--- src/rtl/i2c_collision_regs.vh ---
// constants for the i2c master collision and baud rate block
`ifndef I2C_COLLISION_REGS_VH
`define I2C_COLLISION_REGS_VH

// port mode codes that use the baud rate counter
`define MODE_I2C_MASTER     4'h8
`define MODE_SPI_MASTER_BRG 4'hA

// reset values
`define LINE_RELEASED       1'b0
`define FLAG_CLEAR          1'b0
`define PIN_IDLE_HIGH       1'b1
`define PIN_LOW_LEVEL       1'b0
`define SCK_RESET_LEVEL     1'b0
`define COUNT_RESET         8'h00
`define BIT_RESET           4'h0

// transfer framing
`define I2C_LAST_BIT        4'h8
`define SPI_LAST_BIT        4'h7
`define BIT_STEP            4'h1
`define SHIFT_FILL          1'b1
`define DATA_MSB            7

// baud rate counter
`define BRG_TERMINAL        8'h00
`define BRG_STEP            8'h01

`endif

--- src/rtl/i2c_master_bus_collision_brg.v ---
// i2c master start, repeated start, stop with collision checks
// Operation
// - start: either line low at begin collides
// - start: scl low before sda asserted collides
// - start collision: abort, flag, go idle
// - start: sda high loads counter, counts down
// - start: sda low mid-count, reset, assert early
// - start: sda low at end, count, scl low
// - repeated start: sda low at scl rise collides
// - repeated start: count, release scl, sample sda
// - repeated start: reload; foreign sda fall is fine
// - repeated start: early scl fall collides
// - repeated start: drive sda, count, drive scl
// - stop: sda low after timeout collides
// - stop: scl low before sda high collides
// - stop: sda low, release scl, count, sample
// - one counter clocks i2c and spi masters
// - buffer write starts counter automatically
// - counter stops at end, clock holds level
// - two reloads per serial clock period
// - abort releases lines, clears sequence enables
`timescale 1ns/1ps
`default_nettype none
`include "i2c_collision_regs.vh"

module i2c_master_bus_collision_brg #(
  parameter RELOAD_W = 8,
  parameter DATA_W   = 8
) (
  input  wire                clock_i,
  input  wire                rst_n_i,
  input  wire                port_enable_i,
  input  wire [3:0]          port_mode_select_i,
  input  wire [RELOAD_W-1:0] rate_reload_value_i,
  input  wire                start_req_i,
  input  wire                rstart_req_i,
  input  wire                stop_req_i,
  input  wire                transfer_buffer_wr_i,
  input  wire [DATA_W-1:0]   transfer_buffer_i,
  input  wire                bus_collision_clear_i,
  input  wire                serial_port_irq_clear_i,
  input  wire                sda_i,
  input  wire                scl_i,
  output reg                 sda_o,
  output reg                 sda_oe_o,
  output reg                 scl_o,
  output reg                 scl_oe_o,
  output reg                 sck_o,
  output reg                 mosi_o,
  output reg                 start_seq_en_o,
  output reg                 rstart_seq_en_o,
  output reg                 stop_seq_en_o,
  output reg                 transfer_busy_o,
  output reg                 bus_collision_flag_o,
  output reg                 serial_port_irq_flag_o
);

  // ****************************************************
  // states
  // ****************************************************
  localparam [13:0] ST_IDLE     = 14'h0001;
  localparam [13:0] ST_S_CHK    = 14'h0002;
  localparam [13:0] ST_S_WAIT   = 14'h0004;
  localparam [13:0] ST_S_HOLD   = 14'h0008;
  localparam [13:0] ST_R_SDAREL = 14'h0010;
  localparam [13:0] ST_R_CNT    = 14'h0020;
  localparam [13:0] ST_R_SCLHI  = 14'h0040;
  localparam [13:0] ST_R_WAIT   = 14'h0080;
  localparam [13:0] ST_R_HOLD   = 14'h0100;
  localparam [13:0] ST_P_SDALO  = 14'h0200;
  localparam [13:0] ST_P_SCLHI  = 14'h0400;
  localparam [13:0] ST_P_CNT    = 14'h0800;
  localparam [13:0] ST_P_REL    = 14'h1000;
  localparam [13:0] ST_XFER     = 14'h2000;

  // ****************************************************
  // declarations
  // ****************************************************
  reg  [13:0]       state_r;
  reg  [13:0]       state_nxt;
  reg               sda_oe_nxt;
  reg               scl_oe_nxt;
  reg               sck_nxt;
  reg               mosi_nxt;
  reg               start_en_nxt;
  reg               rstart_en_nxt;
  reg               stop_en_nxt;
  reg               spi_r;
  reg               spi_nxt;
  reg               phase_r;
  reg               phase_nxt;
  reg  [3:0]        bit_r;
  reg  [3:0]        bit_nxt;
  reg  [DATA_W-1:0] shift_r;
  reg  [DATA_W-1:0] shift_nxt;
  reg               brg_load;
  reg               abort;
  reg               finish;
  wire [1:0]        lines_s;
  wire              sda_s;
  wire              scl_s;
  reg               scl_prev_r;
  wire              scl_rise;
  wire              scl_fall;
  wire              brg_timeout;
  wire              i2c_mode;
  wire              spi_mode;
  wire              brg_run;

  // ****************************************************
  // pin synchronisers and counter
  // ****************************************************
  line_sync #(
    .WIDTH   (2)
  ) u_sync (
    .clock_i (clock_i),
    .rst_n_i (rst_n_i),
    .async_i ({sda_i, scl_i}),
    .sync_o  (lines_s)
  );

  assign sda_s = lines_s[1];
  assign scl_s = lines_s[0];

  // edges seen on synchronised copy only
  always @(posedge clock_i or negedge rst_n_i) begin
    if (!rst_n_i) begin
      scl_prev_r <= `PIN_IDLE_HIGH;
    end else begin
      scl_prev_r <= scl_s;
    end
  end

  assign scl_rise = scl_s & ~scl_prev_r;
  assign scl_fall = ~scl_s & scl_prev_r;

  assign i2c_mode = (port_mode_select_i == `MODE_I2C_MASTER);
  assign spi_mode = (port_mode_select_i == `MODE_SPI_MASTER_BRG);

  // counter halts whenever nothing is in progress
  assign brg_run = (state_r != ST_IDLE);

  baud_rate_counter #(
    .W         (RELOAD_W)
  ) u_brg (
    .clock_i   (clock_i),
    .rst_n_i   (rst_n_i),
    .load_i    (brg_load),
    .run_i     (brg_run),
    .reload_i  (rate_reload_value_i),
    .timeout_o (brg_timeout)
  );

  // ****************************************************
  // sequencer
  // ****************************************************
  always @* begin
    state_nxt     = state_r;
    sda_oe_nxt    = sda_oe_o;
    scl_oe_nxt    = scl_oe_o;
    sck_nxt       = sck_o;
    mosi_nxt      = mosi_o;
    start_en_nxt  = start_seq_en_o;
    rstart_en_nxt = rstart_seq_en_o;
    stop_en_nxt   = stop_seq_en_o;
    spi_nxt       = spi_r;
    phase_nxt     = phase_r;
    bit_nxt       = bit_r;
    shift_nxt     = shift_r;
    brg_load      = `FLAG_CLEAR;
    abort         = `FLAG_CLEAR;
    finish        = `FLAG_CLEAR;
    case (state_r)
      ST_IDLE: begin
        if (i2c_mode && start_req_i) begin
          start_en_nxt = ~`FLAG_CLEAR;
          state_nxt    = ST_S_CHK;
        end else if (i2c_mode && rstart_req_i) begin
          rstart_en_nxt = ~`FLAG_CLEAR;
          sda_oe_nxt    = `LINE_RELEASED;
          state_nxt     = ST_R_SDAREL;
        end else if (i2c_mode && stop_req_i) begin
          stop_en_nxt = ~`FLAG_CLEAR;
          sda_oe_nxt  = ~`LINE_RELEASED;
          state_nxt   = ST_P_SDALO;
        end else if ((i2c_mode || spi_mode) && transfer_buffer_wr_i) begin
          brg_load   = ~`FLAG_CLEAR;
          spi_nxt    = spi_mode;
          phase_nxt  = `FLAG_CLEAR;
          bit_nxt    = `BIT_RESET;
          shift_nxt  = {transfer_buffer_i[DATA_W-2:0], `SHIFT_FILL};
          if (spi_mode) begin
            mosi_nxt = transfer_buffer_i[`DATA_MSB];
          end else begin
            scl_oe_nxt = ~`LINE_RELEASED;
            sda_oe_nxt = ~transfer_buffer_i[`DATA_MSB];
          end
          state_nxt  = ST_XFER;
        end
      end
      ST_S_CHK: begin
        if (!sda_s || !scl_s) begin
          abort = ~`FLAG_CLEAR;
        end else begin
          brg_load  = ~`FLAG_CLEAR;
          state_nxt = ST_S_WAIT;
        end
      end
      ST_S_WAIT: begin
        if (!scl_s) begin
          abort = ~`FLAG_CLEAR;
        end else if (!sda_s || brg_timeout) begin
          // another master won sda first: follow it at once
          sda_oe_nxt = ~`LINE_RELEASED;
          brg_load   = ~`FLAG_CLEAR;
          state_nxt  = ST_S_HOLD;
        end
      end
      ST_S_HOLD: begin
        // scl low here is tolerated on purpose
        if (brg_timeout) begin
          scl_oe_nxt = ~`LINE_RELEASED;
          finish     = ~`FLAG_CLEAR;
        end
      end
      ST_R_SDAREL: begin
        if (sda_s) begin
          brg_load  = ~`FLAG_CLEAR;
          state_nxt = ST_R_CNT;
        end
      end
      ST_R_CNT: begin
        if (brg_timeout) begin
          scl_oe_nxt = `LINE_RELEASED;
          state_nxt  = ST_R_SCLHI;
        end
      end
      ST_R_SCLHI: begin
        // waits out clock stretching by others
        if (scl_rise) begin
          if (!sda_s) begin
            abort = ~`FLAG_CLEAR;
          end else begin
            brg_load  = ~`FLAG_CLEAR;
            state_nxt = ST_R_WAIT;
          end
        end
      end
      ST_R_WAIT: begin
        if (scl_fall && !sda_oe_o) begin
          abort = ~`FLAG_CLEAR;
        end else if (brg_timeout) begin
          // a foreign sda fall before here is not a collision
          sda_oe_nxt = ~`LINE_RELEASED;
          brg_load   = ~`FLAG_CLEAR;
          state_nxt  = ST_R_HOLD;
        end
      end
      ST_R_HOLD: begin
        if (brg_timeout) begin
          scl_oe_nxt = ~`LINE_RELEASED;
          finish     = ~`FLAG_CLEAR;
        end
      end
      ST_P_SDALO: begin
        if (!sda_s) begin
          scl_oe_nxt = `LINE_RELEASED;
          state_nxt  = ST_P_SCLHI;
        end
      end
      ST_P_SCLHI: begin
        if (scl_s) begin
          brg_load  = ~`FLAG_CLEAR;
          state_nxt = ST_P_CNT;
        end
      end
      ST_P_CNT: begin
        if (!scl_s) begin
          abort = ~`FLAG_CLEAR;
        end else if (brg_timeout) begin
          sda_oe_nxt = `LINE_RELEASED;
          brg_load   = ~`FLAG_CLEAR;
          state_nxt  = ST_P_REL;
        end
      end
      ST_P_REL: begin
        if (!scl_s && !sda_s) begin
          abort = ~`FLAG_CLEAR;
        end else if (brg_timeout) begin
          if (!sda_s) begin
            abort = ~`FLAG_CLEAR;
          end else begin
            finish = ~`FLAG_CLEAR;
          end
        end
      end
      ST_XFER: begin
        if (!phase_r) begin
          if (brg_timeout) begin
            phase_nxt = ~`FLAG_CLEAR;
            if (spi_r) begin
              sck_nxt = ~sck_o;
            end else begin
              scl_oe_nxt = `LINE_RELEASED;
              brg_load   = ~`FLAG_CLEAR;
            end
          end
        end else if (!spi_r && !scl_s) begin
          // i2c high phase counts only once scl reads high
          brg_load = ~`FLAG_CLEAR;
        end else if (brg_timeout) begin
          phase_nxt = `FLAG_CLEAR;
          if (spi_r) begin
            sck_nxt = ~sck_o;
          end else begin
            scl_oe_nxt = ~`LINE_RELEASED;
            brg_load   = ~`FLAG_CLEAR;
          end
          if (bit_r == (spi_r ? `SPI_LAST_BIT : `I2C_LAST_BIT)) begin
            finish = ~`FLAG_CLEAR;
          end else begin
            bit_nxt   = bit_r + `BIT_STEP;
            shift_nxt = {shift_r[DATA_W-2:0], `SHIFT_FILL};
            if (spi_r) begin
              mosi_nxt = shift_r[`DATA_MSB];
            end else begin
              sda_oe_nxt = ~shift_r[`DATA_MSB];
            end
          end
        end
      end
      default: begin
        state_nxt = ST_IDLE;
      end
    endcase
    if (finish) begin
      state_nxt     = ST_IDLE;
      start_en_nxt  = `FLAG_CLEAR;
      rstart_en_nxt = `FLAG_CLEAR;
      stop_en_nxt   = `FLAG_CLEAR;
    end
    if (abort || !port_enable_i) begin
      state_nxt     = ST_IDLE;
      sda_oe_nxt    = `LINE_RELEASED;
      scl_oe_nxt    = `LINE_RELEASED;
      start_en_nxt  = `FLAG_CLEAR;
      rstart_en_nxt = `FLAG_CLEAR;
      stop_en_nxt   = `FLAG_CLEAR;
    end
  end

  // ****************************************************
  // registers
  // ****************************************************
  always @(posedge clock_i or negedge rst_n_i) begin
    if (!rst_n_i) begin
      state_r         <= ST_IDLE;
      sda_oe_o        <= `LINE_RELEASED;
      scl_oe_o        <= `LINE_RELEASED;
      sda_o           <= `PIN_LOW_LEVEL;
      scl_o           <= `PIN_LOW_LEVEL;
      sck_o           <= `SCK_RESET_LEVEL;
      mosi_o          <= `FLAG_CLEAR;
      start_seq_en_o  <= `FLAG_CLEAR;
      rstart_seq_en_o <= `FLAG_CLEAR;
      stop_seq_en_o   <= `FLAG_CLEAR;
      transfer_busy_o <= `FLAG_CLEAR;
      spi_r           <= `FLAG_CLEAR;
      phase_r         <= `FLAG_CLEAR;
      bit_r           <= `BIT_RESET;
      shift_r         <= {DATA_W{`FLAG_CLEAR}};
    end else begin
      state_r         <= state_nxt;
      sda_oe_o        <= sda_oe_nxt;
      scl_oe_o        <= scl_oe_nxt;
      sda_o           <= `PIN_LOW_LEVEL;
      scl_o           <= `PIN_LOW_LEVEL;
      sck_o           <= sck_nxt;
      mosi_o          <= mosi_nxt;
      start_seq_en_o  <= start_en_nxt;
      rstart_seq_en_o <= rstart_en_nxt;
      stop_seq_en_o   <= stop_en_nxt;
      transfer_busy_o <= (state_nxt == ST_XFER);
      spi_r           <= spi_nxt;
      phase_r         <= phase_nxt;
      bit_r           <= bit_nxt;
      shift_r         <= shift_nxt;
    end
  end

  // ****************************************************
  // flags
  // ****************************************************
  // a set in the clearing cycle wins, so no event is lost
  always @(posedge clock_i or negedge rst_n_i) begin
    if (!rst_n_i) begin
      bus_collision_flag_o   <= `FLAG_CLEAR;
      serial_port_irq_flag_o <= `FLAG_CLEAR;
    end else begin
      bus_collision_flag_o   <= (abort & port_enable_i) |
        (bus_collision_flag_o & ~bus_collision_clear_i);
      serial_port_irq_flag_o <= (finish & ~abort & port_enable_i) |
        (serial_port_irq_flag_o & ~serial_port_irq_clear_i);
    end
  end

endmodule // i2c_master_bus_collision_brg

`default_nettype wire

--- src/rtl/line_sync.v ---
// two flip-flop synchroniser for bus pins
`timescale 1ns/1ps
`default_nettype none
`include "i2c_collision_regs.vh"

module line_sync #(
  parameter WIDTH = 2
) (
  input  wire             clock_i,
  input  wire             rst_n_i,
  input  wire [WIDTH-1:0] async_i,
  output reg  [WIDTH-1:0] sync_o
);

  reg [WIDTH-1:0] meta_r;

  // idle bus reads high, so reset to high avoids a false low
  always @(posedge clock_i or negedge rst_n_i) begin
    if (!rst_n_i) begin
      meta_r <= {WIDTH{`PIN_IDLE_HIGH}};
      sync_o <= {WIDTH{`PIN_IDLE_HIGH}};
    end else begin
      meta_r <= async_i;
      sync_o <= meta_r;
    end
  end

endmodule // line_sync

`default_nettype wire

--- src/rtl/baud_rate_counter.v ---
// baud rate down-counter with half-rate decrement enable
`timescale 1ns/1ps
`default_nettype none
`include "i2c_collision_regs.vh"

module baud_rate_counter #(
  parameter W = 8
) (
  input  wire         clock_i,
  input  wire         rst_n_i,
  input  wire         load_i,
  input  wire         run_i,
  input  wire [W-1:0] reload_i,
  output reg          timeout_o
);

  reg [W-1:0] count_r;
  reg         tick_r;

  // one rollover spans 2*(reload+1) clocks
  always @(posedge clock_i or negedge rst_n_i) begin
    if (!rst_n_i) begin
      count_r   <= `COUNT_RESET;
      tick_r    <= `FLAG_CLEAR;
      timeout_o <= `FLAG_CLEAR;
    end else begin
      timeout_o <= `FLAG_CLEAR;
      if (load_i) begin
        count_r <= reload_i;
        tick_r  <= `FLAG_CLEAR;
      end else if (run_i) begin
        tick_r <= ~tick_r;
        if (tick_r) begin
          if (count_r == `BRG_TERMINAL) begin
            timeout_o <= ~`FLAG_CLEAR;
            count_r   <= reload_i;
          end else begin
            count_r <= count_r - `BRG_STEP;
          end
        end
      end
    end
  end

endmodule // baud_rate_counter

`default_nettype wire

--- config.mk ---
export PLATFORM = sky130hd
export DESIGN_NAME = i2c_master_bus_collision_brg
export DESIGN_NICKNAME = d
export VERILOG_FILES = /design/src/rtl/i2c_master_bus_collision_brg.v /design/src/rtl/line_sync.v /design/src/rtl/baud_rate_counter.v
export VERILOG_INCLUDE_DIRS = /design/src /design/src/rtl
export SDC_FILE = /design/constraint.sdc
export NUM_CORES = 1
export LEC_CHECK = 0
export ABC_AREA = 1
export BUFFER_PORTS_ARGS = -buffer_cell sky130_fd_sc_hd__buf_2
export CAP_MARGIN = 0
export CORE_MARGIN = 5
export CORE_UTILIZATION = 55
export DETAILED_ROUTE_END_ITERATION = 7
export PLACE_DENSITY = 0.74
export SKIP_CTS_REPAIR_TIMING = 1
export SKIP_LAST_GASP = 1
export SLEW_MARGIN = 10
export SYNTH_ARGS = -nofsm -noshare
export SYNTH_HDL_FRONTEND = slang
export SYNTH_SLANG_ARGS = --single-unit
--- constraint.sdc ---
create_clock -name clock_i -period 2 [get_ports clock_i]
set_clock_uncertainty 0.05 [all_clocks]
set_input_delay 0.2 -clock clock_i [delete_from_list [all_inputs] [get_ports clock_i]]
set_output_delay 0.2 -clock clock_i [all_outputs]
set_load 0.02 [all_outputs]
==> flow_metrics.env, run 1 <==
export IMPL_rr_worst_depth=12
export IMPL_combPwrFrac_pct=39.1
export IMPL_synthTopCellsByArea="dfrtp_1 31%, nand2_1 18%, nand3_1 6.3%, nor2_1 5.8%, inv_1 5.5%"
export IMPL_track_usage_pct=25.00
export IMPL_cp_end_kind="flop"
export IMPL_io_pins=43
export IMPL_placementRows=30
export IMPL_total_power_mw=3.350
export IMPL_antenna_left=0
export IMPL_ys_seq_elements=53
export IMPL_core_um2=6756
export IMPL_cts_buffers=5
export IMPL_fin_crit_sh_pct=102.2
export IMPL_grt_pass1_wl_mm=17.36
export IMPL_port_buffer_count=40
export IMPL_hpwlAfterDp_mm=8.074
export IMPL_arrival_ns=2.25
export IMPL_synthCells=545
export IMPL_first_global_vias=3697
export IMPL_period_needed_ns=2.044
export IMPL_drt_iter0_markers=400
export IMPL_fin_ws_ns=-0.04445
export IMPL_grt_antenna_before_repair=0
export IMPL_violations="design-rule violations, negative hold slack, negative setup slack"
export IMPL_area_growth_pct=33.79
export IMPL_nets=686
export IMPL_yosys_cell_count_top_type="nand2_1"
export IMPL_insertion_delay_ns=0.32
export IMPL_power_internal_mw=2.044
export IMPL_hold_ws_ns=-0.001137
export IMPL_cts_buffer_depth=2
export IMPL_cts_clk_slew_worst_paths_ns=0.10
export IMPL_r2r_slack_ns=-0.04
export IMPL_clock_fmax_mhz=489.1
export IMPL_firstDrtPassIters=8
export IMPL_sw_frac_of_total_pct=38.98
export IMPL_start_util_pct=56.39
export IMPL_ys_top_cells_by_count="185 x nand2_1, 59 x nor2_1, 56 x inv_1, 48 x nand3_1, 47 x dfrtp_1"
export IMPL_wl_per_cell_um=15.71
export IMPL_criticalPathCategory="flop to flop"
export IMPL_finalWeightedCongestion=1.033
export IMPL_async_reset_ff_share_pct=100.0
export IMPL_clock_sinks=53
export IMPL_ys_types=46
export IMPL_crit_path_start_kind="flop"
export IMPL_cts_htree_levels=2
export IMPL_cp_required_ns=2.21
export IMPL_drive_above_1_share_pct=35.38
export IMPL_synth_top_area_cell="dfrtp_1"
export IMPL_cts_root_buf="clkbuf_8"
export IMPL_die_w_um=93.23
export IMPL_vias_per_cell=5.544
export IMPL_timing_final_hold_violations=1
export IMPL_p_clk_share_pct=18.4
export IMPL_synth_main_ff_cell="dfrtp_1"
export IMPL_ir_drop_mv=0.6236
export IMPL_dieHeight_um=93.23
export IMPL_min_path_type="input port to flop"
export IMPL_power_switching_mw=1.306
export IMPL_final_setup_viol_count=25
export IMPL_synth_seq_area_share_pct=35.01
export IMPL_place_ws_ns=-0.1605
export IMPL_max_cap_viol_count=0
export IMPL_antennaDiodeCount=0
export IMPL_wl_mm=11.52
export IMPL_grt_overflow=0
export IMPL_synth_top_area_share_pct=30.87
export IMPL_cts_tree="built"
export IMPL_status="finished with violations"
export IMPL_drc=2
export IMPL_whs_path_depth=2
export IMPL_critical_path_max_fanout=8
export IMPL_avgSynthCellArea_um2=6.991
export IMPL_die_area_um2=8692
export IMPL_synth_edf_count=0
export IMPL_ys_warn_count=0
export IMPL_routed_via_count=4064
export IMPL_leakagePower_nw=2.624
export IMPL_power_per_cell_area_nw_per_um2=657.1
export IMPL_rsz0062_at_grt="true"
export IMPL_grt_max_degree=22
export IMPL_p_seq_share_pct=42.5
export IMPL_syn_area_um2=3810
export IMPL_slew_violations=0
[routing by layer]
layer / global-route usage (%) / vias to the layer above / part of all wire [%]
met4: 10.99 / 0 / 3.0
met5: 0 / - / 0
met2: 42.05 / 168 / 50
met3: 3.298 / 29 / 5.8
met1: 32.00 / 1922 / 41
li1: - / 1945 / -
[power groups by stage]
| stage | registers (mW) | logic (mW) | clock network [mW] |
|---|---|---|---|
| 3_5_place_dp | 1.42 | 1.13 | 0 |
| 6_report | 1.42 | 1.31 | 0.617 |
| 5_1_grt | 1.45 | 1.48 | 0.671 |
| 4_1_cts | 1.41 | 1.14 | 0.625 |
| 3_3_place_gp | 1.42 | 1.10 | 0 |
| 2_1_floorplan | 1.41 | 0.828 | 0 |
[path summary, 6_finish.rpt]
kind | start | end
min in group asynchronous | rst_n_i | shift_r[1]
min | bus_collision_clear_i | bus_collision_flag_o
max reg2reg | state_r[0] | u_brg.count_r[5]
max | state_r[0] | u_brg.count_r[5]
max in group asynchronous | rst_n_i | state_r[0]
min reg2reg | u_sync.meta_r[0] | u_sync.sync_o[0]
[state kept, by name, summed over array words and instances (netlist names), 2 cells and up]
name           cells
u_sync.meta_r      2
state_r           14
u_sync.sync_o      2
shift_r            8
u_brg.count_r      8
bit_r              4
[cell type report]
cell class | instances | area [um2]
clock inverters | 2 | 10.01
well taps | 80 | 100.1
inverters | 61 | 244.0
flip-flops and latches | 53 | 1335
fillers | 506 | 1659
multi-input cells | 423 | 2532
clock buffers | 6 | 72.57
repair buffers | 108 | 803.3
[cells by family (layout without fill, tap and decap cells)]
group	count (synthesis)	after routing	synth area share, %
simple gates	364	368	46.54
buf+inv	74	177	8.801
flops	53	53	35.01
compound gates	44	44	7.192
xor+xnor	6	6	1.380
fa+ha+maj	3	3	0.9853
other cells	1	2	0.09843
[through the flow]
stage | std cells | utilization (%) | TNS [ns] | area [um2] | hold WS, ns
2_1_floorplan | 546 | - | 0 | 3814 | -0.1456
3_3_place_gp | 694 | 64.24 | -1.049 | 4340 | 0.1301
3_5_place_dp | 694 | 64.24 | -1.220 | 4340 | 0.1338
4_1_cts | 702 | 65.46 | -1.353 | 4423 | -0.2061
5_1_grt | 733 | 75.44 | -3.702 | 5097 | 0.004479
6_report | 733 | 75.44 | -0.5560 | 5097 | -0.001137
[worst max-delay path, cell delays in order, from the launching register on]
cell and delay (ns):
dfstp_2 0.57, nor2_2 0.07, nand2_4 0.14, nor2_1 0.07
buf_4 0.16, nand3_4 0.10, nand2_4 0.08, nand3b_4 0.21
nor2_8 0.23, nand2_8 0.10, clkinv_8 0.09, nand2_1 0.05
nand2_1 0.07
[layout by cell type (no fill, tap or decap), drive strengths merged]
| master | n |
|---|---|
| nand3 | 56 |
| nor2 | 85 |
| dfstp | 6 |
| inv | 60 |
| a41oi | 1 |
| clkbuf | 7 |
| and3 | 1 |
| nand4 | 10 |
| buf | 104 |
| xnor2 | 3 |
| dfrtp | 47 |
| dlygate4sd3 | 3 |
| nor3 | 11 |
| o31ai | 1 |
| o2111ai | 2 |
| clkinv | 3 |
| a31oi | 2 |
| o21ai | 21 |
| o21bai | 1 |
| a21oi | 12 |
| nand2 | 196 |
| o22ai | 2 |
| ha | 3 |
| o211ai | 2 |
| nand3b | 4 |
| conb | 2 |
| nor3b | 1 |
| xor2 | 3 |
| or2 | 4 |
Note: power is estimated with default switching activity, not from simulation.
==> inputs of run 2 (changes only) <==
--- a/config.mk
+++ b/config.mk
@@ -9,10 +9,12 @@
 export ABC_AREA = 1
 export BUFFER_PORTS_ARGS = -buffer_cell sky130_fd_sc_hd__buf_2
 export CAP_MARGIN = 0
+export CELL_PAD_IN_SITES_DETAIL_PLACEMENT = 2
+export CELL_PAD_IN_SITES_GLOBAL_PLACEMENT = 2
 export CORE_MARGIN = 5
-export CORE_UTILIZATION = 55
+export CORE_UTILIZATION = 33
 export DETAILED_ROUTE_END_ITERATION = 7
-export PLACE_DENSITY = 0.74
+export PLACE_DENSITY = 0.78
 export SKIP_CTS_REPAIR_TIMING = 1
 export SKIP_LAST_GASP = 1
 export SLEW_MARGIN = 10
==> run 2 against run 1 <==
  * The flow finishes with violations (negative setup slack)
  * Die area up 59%
  * Cell count up 8.3%
  * Count of clock-buffer cells in the layout down 1
  * Via count up 0.69%
  * First-iteration DRC count down 62%
  * Register-to-register slack worse by 0.20 ns
  * Combinational power about the same
  * Core utilization down 32 points
  * Global-route usage down 4.2 points
  * Critical path depth down 1
  * Critical endpoint is now state_r[12]
  * Highest routed layer unchanged
==> flow_metrics.env, run 2 (synthesis results as in run 1) <==
export IMPL_fin_ws_ns=-0.2433
export IMPL_max_flop_register="state_r"
export IMPL_cts_buffers=5
export IMPL_timing_final_hold_violations=0
export IMPL_slew_violations=0
export IMPL_rsz0062_at_grt="true"
export IMPL_grt_antenna_before_repair=0
export IMPL_hold_ws_ns=0.02740
export IMPL_cts_tree="built"
export IMPL_status="finished with violations"
export IMPL_placementRows=39
export IMPL_grt_overflow=0
export IMPL_insertion_delay_ns=0.30
export IMPL_grt_max_degree=23
export IMPL_core_um2=11370
export IMPL_final_setup_viol_count=34
export IMPL_cp_required_ns=2.17
export IMPL_layout_common_cells="178 x nand2_1, 60 x buf_4, 54 x inv_1, 50 x nor2_1, 47 x dfrtp_1"
export IMPL_clock_sinks=53
export IMPL_slowest_stage="dfstp_2"
export IMPL_firstDrtPassIters=4
export IMPL_critical_path_max_fanout=6
export IMPL_place_ws_ns=-0.2300
export IMPL_top_regs="state_r (14), shift_r (8), u_brg.count_r (8)"
export IMPL_tightest_slew_ns=0.5452
export IMPL_die_w_um=117.5
export IMPL_final_cell_area_um2=4989
export IMPL_fin_tns_setup_ns=-4.296
export IMPL_period_needed_ns=2.243
export IMPL_r2r_start="u_sync.sync_o[0]"
export IMPL_area_growth_pct=30.94
export IMPL_drc=0
export IMPL_crit_path_start_kind="flop"
export IMPL_finalWeightedCongestion=0.8836
export IMPL_finalNonFillerCells=794
export IMPL_antennaDiodeCount=0
export IMPL_port_buffer_count=40
export IMPL_cts_root_buf="clkbuf_16"
export IMPL_start_util_pct=33.51
export IMPL_grt_pass1_wl_mm=23.31
export IMPL_fillerInstances=1348
export IMPL_min_path_type="input port to flop"
export IMPL_cts_buffer_depth=2
export IMPL_first_global_vias=4447
export IMPL_hpwlAfterDp_mm=11.66
export IMPL_slew_headroom_pct=63.65
export IMPL_dieHeight_um=117.5
export IMPL_worst_r2r_endpoint="state_r[12]"
export IMPL_drt_iter0_markers=154
export IMPL_wl_per_cell_um=20.04
export IMPL_die_area_um2=13790
export IMPL_total_power_mw=3.612
export IMPL_final_common_cell="nand2_1"
export IMPL_multi_input_area_um2=2344
export IMPL_io_pins=43
export IMPL_critPathLaunch="u_sync.sync_o[0]"
export IMPL_fin_crit_sh_pct=112.2
export IMPL_place_area_um2=4472
export IMPL_clock_fmax_mhz=445.8
export IMPL_slowest_delay_ns=0.57
export IMPL_cts_clk_slew_worst_paths_ns=0.07
export IMPL_ir_drop_mv=0.4665
export IMPL_violations="negative setup slack"
export IMPL_leakagePower_nw=2.587
export IMPL_wl_mm=15.91
export IMPL_rr_worst_depth=11
export IMPL_whs_path_depth=2
export IMPL_r2r_slack_ns=-0.24
export IMPL_vias_per_cell=5.154
export IMPL_dp_cells=764
export IMPL_largest_reg_flops=14
export IMPL_min_from="serial_port_irq_clear_i"
export IMPL_crit_path_frequent_cell="inv_1"
export IMPL_routed_via_count=4092
export IMPL_final_util_pct=43.88
export IMPL_track_usage_pct=20.76
export IMPL_power_per_cell_area_nw_per_um2=724.1
export IMPL_nets=684
export IMPL_cp_end_kind="flop"
export IMPL_holdPathEnd="serial_port_irq_flag_o"
export IMPL_drive_above_1_share_pct=31.49
export IMPL_regArea_um2=1334
export IMPL_crit_chain="inv_1 -> nor2_1 -> inv_1 -> nand3_4 -> o21ai_1 -> nand2_1 -> nand3_2 -> nor2_4 -> buf_4 -> inv_1 -> nor2_1"
export IMPL_max_cap_viol_count=0
export IMPL_criticalPathCategory="flop to flop"
export IMPL_antenna_left=0
export IMPL_arrival_ns=2.41
export IMPL_cts_htree_levels=2
[run 2: worst max-delay path by stage]
stage | endpoint | slack, ns | cells after the start
after floorplan | state_r[13] | 0.23 | 12
after global placement | rstart_seq_en_o | -0.15 | 11
after detailed placement | u_brg.count_r[5] | -0.23 | 10
after CTS | u_brg.count_r[5] | -0.22 | 10
after global routing | state_r[8] | -0.35 | 11
final | state_r[12] | -0.24 | 11
[run 2: report_power, final]
part / switching (mW) / leakage, nW / internal [mW]
sequential: 0.164 / 0.684 / 1.26
combinational: 0.811 / 1.83 / 0.494
clock: 0.420 / 0.0696 / 0.461
total: 1.39 / 2.59 / 2.22
[run 2: worst max-delay path, delay by kind of cell, from the launching register on]
family / cells / cell delay, ns
buffers and inverters: 4 / 0.47
AO/OA/AOI/OAI: 1 / 0.08
flip-flops: 1 / 0.57
AND/OR/NAND/NOR: 6 / 0.98
[run 2: layer usage]
metal	up-vias	GRT usage, %	part of all wire, %
li1	1943	-	-
met1	2051	25.08	41
met2	67	38.61	54
met3	31	2.307	2.0
met4	0	5.806	3.0
met5	-	0	0
[run 2: cell type report]
type / count / area share (%)
clock buffers: 5 / 2.508
clock inverters: 3 / 0.3511
inverters: 61 / 4.841
multi-input cells: 422 / 46.98
flip-flops and latches: 53 / 26.74
well taps: 143 / 3.587
repair buffers: 107 / 15.00
==> inputs of run 3 (changes only) <==
--- a/config.mk
+++ b/config.mk
@@ -6,15 +6,14 @@
 export SDC_FILE = /design/constraint.sdc
 export NUM_CORES = 1
 export LEC_CHECK = 0
-export ABC_AREA = 1
 export BUFFER_PORTS_ARGS = -buffer_cell sky130_fd_sc_hd__buf_2
 export CAP_MARGIN = 0
 export CELL_PAD_IN_SITES_DETAIL_PLACEMENT = 2
 export CELL_PAD_IN_SITES_GLOBAL_PLACEMENT = 2
 export CORE_MARGIN = 5
-export CORE_UTILIZATION = 33
+export CORE_UTILIZATION = 35
 export DETAILED_ROUTE_END_ITERATION = 7
-export PLACE_DENSITY = 0.78
+export PLACE_DENSITY = 0.77
 export SKIP_CTS_REPAIR_TIMING = 1
 export SKIP_LAST_GASP = 1
 export SLEW_MARGIN = 10
==> run 3 against run 2 <==
  * The run still ends with negative setup slack left
  * Worst setup slack worse by 0.57 ns
  * Area after synthesis down 15%
  * Critical path type unchanged
  * Hold slack better by 0.019 ns
  * Flip-flop and latch count unchanged
  * Synthesized cell count down 33%
  * Global-route usage up 6.6 points
  * Largest cell class unchanged
  * Non-clock buffer count up 54
  * Via count down 2.7%
  * First-iteration DRC count up 23%
  * Core utilization up 10 points
==> flow_metrics.env, run 3 <==
export IMPL_nets=552
export IMPL_r2r_slack_ns=-0.82
export IMPL_grt_antenna_before_repair=0
export IMPL_firstDrtPassIters=5
export IMPL_yosys_cell_count_top_type="nor2_1"
export IMPL_crit_chain="buf_4 -> nor4b_2 -> buf_4 -> buf_4 -> a22oi_1 -> o22a_1 -> nand4_1 -> nor2b_4 -> o41ai_4 -> clkbuf_16 -> nor3b_1"
export IMPL_critical_path_max_fanout=5
export IMPL_die_area_um2=11300
export IMPL_ys_warn_count=0
export IMPL_async_reset_ff_share_pct=100.0
export IMPL_place_area_um2=4312
export IMPL_largest_reg_flops=14
export IMPL_first_global_vias=4191
export IMPL_grt_overflow=0
export IMPL_holdPathEnd="u_brg.count_r[3]"
export IMPL_min_from="rate_reload_value_i[3]"
export IMPL_min_path_type="input port to flop"
export IMPL_clock_sinks=53
export IMPL_placementRows=35
export IMPL_arrival_ns=2.96
export IMPL_fin_crit_sh_pct=140.8
export IMPL_violations="negative setup slack"
export IMPL_synth_seq_area_share_pct=41.09
export IMPL_grt_max_degree=31
export IMPL_cp_end_kind="flop"
export IMPL_drt_iter0_markers=190
export IMPL_top_regs="state_r (14), shift_r (8), u_brg.count_r (8)"
export IMPL_synth_main_ff_cell="dfrtp_1"
export IMPL_track_usage_pct=27.31
export IMPL_cts_clk_slew_worst_paths_ns=0.11
export IMPL_final_cell_area_um2=4937
export IMPL_clock_fmax_mhz=355.2
export IMPL_rsz0062_at_grt="true"
export IMPL_whs_path_depth=2
export IMPL_antennaDiodeCount=0
export IMPL_fin_ws_ns=-0.8153
export IMPL_synth_edf_count=0
export IMPL_io_pins=43
export IMPL_final_util_pct=53.94
export IMPL_finalWeightedCongestion=0.9697
export IMPL_synth_top_area_share_pct=36.24
export IMPL_r2r_start="state_r[6]"
export IMPL_antenna_left=0
export IMPL_ir_drop_mv=0.4978
export IMPL_cts_buffer_depth=2
export IMPL_die_w_um=106.3
export IMPL_leakagePower_nw=2.205
export IMPL_slowest_stage="dfrtp_1"
export IMPL_status="finished with violations"
export IMPL_avgSynthCellArea_um2=8.844
export IMPL_max_flop_register="state_r"
export IMPL_slowest_delay_ns=0.41
export IMPL_cp_num_cells=11
export IMPL_met2_usage_pct=48.51
export IMPL_rr_worst_depth=11
export IMPL_wl_mm=19.41
export IMPL_power_per_cell_area_nw_per_um2=650.8
export IMPL_syn_area_um2=3246
export IMPL_cp_required_ns=2.15
export IMPL_insertion_delay_ns=0.32
export IMPL_wl_per_cell_um=30.80
export IMPL_worst_r2r_endpoint="state_r[11]"
export IMPL_grt_use_met1_pct=32.30
export IMPL_synthTopCellsByArea="dfrtp_1 36%, nor2_1 6.2%, dfstp_2 4.9%, nand2_1 4.4%, a21oi_1 2.8%"
export IMPL_cts_buffers=5
export IMPL_cts_htree_levels=2
export IMPL_criticalPathCategory="flop to flop"
export IMPL_tightest_slew_ns=0.6177
export IMPL_timing_final_hold_violations=0
export IMPL_path_buf_inv=4
export IMPL_slew_violations=0
export IMPL_cts_root_buf="clkbuf_8"
export IMPL_ys_types=69
export IMPL_crit_path_start_kind="flop"
export IMPL_start_util_pct=35.46
export IMPL_hold_ws_ns=0.04686
export IMPL_final_common_cell="buf_4"
export IMPL_max_cap_viol_count=0
export IMPL_hpwlAfterDp_mm=11.02
export IMPL_dieHeight_um=106.3
export IMPL_met3_usage_pct=4.250
export IMPL_slew_headroom_pct=58.82
export IMPL_drive_above_1_share_pct=49.71
export IMPL_ys_top_cells_by_count="54 x nor2_1, 47 x dfrtp_1, 38 x nand2_1, 18 x a21oi_1, 14 x nand3_1"
export IMPL_synthCells=367
export IMPL_routed_via_count=3983
export IMPL_crit_path_frequent_cell="buf_4"
export IMPL_area_growth_pct=52.12
export IMPL_synth_top_area_cell="dfrtp_1"
export IMPL_ys_seq_elements=53
export IMPL_layout_common_cells="102 x buf_4, 41 x buf_2, 40 x nor2_1, 40 x dfrtp_1, 33 x nand2_1"
export IMPL_period_needed_ns=2.815
export IMPL_busiest_layer="met2"
export IMPL_port_buffer_count=40
export IMPL_cts_tree="built"
export IMPL_cp_top_family="simple AND/OR/NAND/NOR gates"
export IMPL_vias_per_cell=6.322
export IMPL_grt_pass1_wl_mm=23.75
export IMPL_core_um2=9153
export IMPL_final_setup_viol_count=48
export IMPL_drc=0
run 3: cell count changes after synthesis, moves of 9 or more:
cell / change
nand2_1: -147
inv_1: -46
nand3_1: -34
nor2_2: -12
nor2_4: -9
run 3: kinds of logic (layout without fill, tap and decap cells):
| family | Yosys count | after routing | synth area share, % |
|---|---|---|---|
| adders and majority gates | 3 | 3 | 1.157 |
| other | 1 | 2 | 0.1155 |
| xor gates and xnor gates | 4 | 4 | 1.080 |
| AOI/OAI and AO/OA | 80 | 80 | 17.16 |
| and+or+nand+nor | 190 | 191 | 32.54 |
| buffers and inverters | 29 | 179 | 4.665 |
| muxes | 7 | 7 | 2.197 |
| DFF | 53 | 53 | 41.09 |
run 3: where the power goes:
part           switching [mW]  internal (mW)  leakage, nW
clock                   0.389          0.245       0.0450
sequential              0.189           1.24        0.658
combinational           0.660          0.494         1.50
total                    1.24           1.98         2.21
run 3: how the worst max path moves through the flow:
stage                from                to  slack [ns]
3_5_place_dp   scl_prev_r  u_brg.count_r[0]       -0.62
2_1_floorplan  state_r[4]  u_brg.count_r[5]       -0.38
5_1_grt        state_r[6]       state_r[11]       -0.95
6_report       state_r[6]       state_r[11]       -0.82
3_3_place_gp   state_r[0]        state_r[7]       -0.48
4_1_cts        scl_prev_r  u_brg.count_r[0]       -0.72
run 3: cell type report:
class / instances / area [um2]
fillers: 956 / 4215
multi-input cells: 287 / 2122
flip-flops and latches: 53 / 1343
repair buffers: 161 / 1214
well taps: 111 / 138.9
clock buffers: 6 / 72.57
inverters: 10 / 37.54
clock inverters: 2 / 10.01
run 3: per-stage QoR:
| step | std cells | worst slack, ns | power [mW] | setup TNS [ns] |
|---|---|---|---|---|
| floorplan | 368 | -0.3798 | 1.846 | -11.47 |
| global placement | 607 | -0.4796 | 2.202 | -17.93 |
| detailed placement | 607 | -0.6190 | 2.310 | -23.31 |
| CTS | 615 | -0.7220 | 2.962 | -27.32 |
| global route | 630 | -0.9503 | 3.355 | -31.41 |
| finish | 630 | -0.8153 | 3.213 | -27.13 |
run 3: metal layers:
layer  wire length, um  share of wire (%)  vias to the layer above
met4              1158                6.0                        0
met2              9596                 49                      213
met3              1156                6.0                       99
li1                  -                  -                     1645
met5                 0                  0                        -
met1              7496                 39                     2026
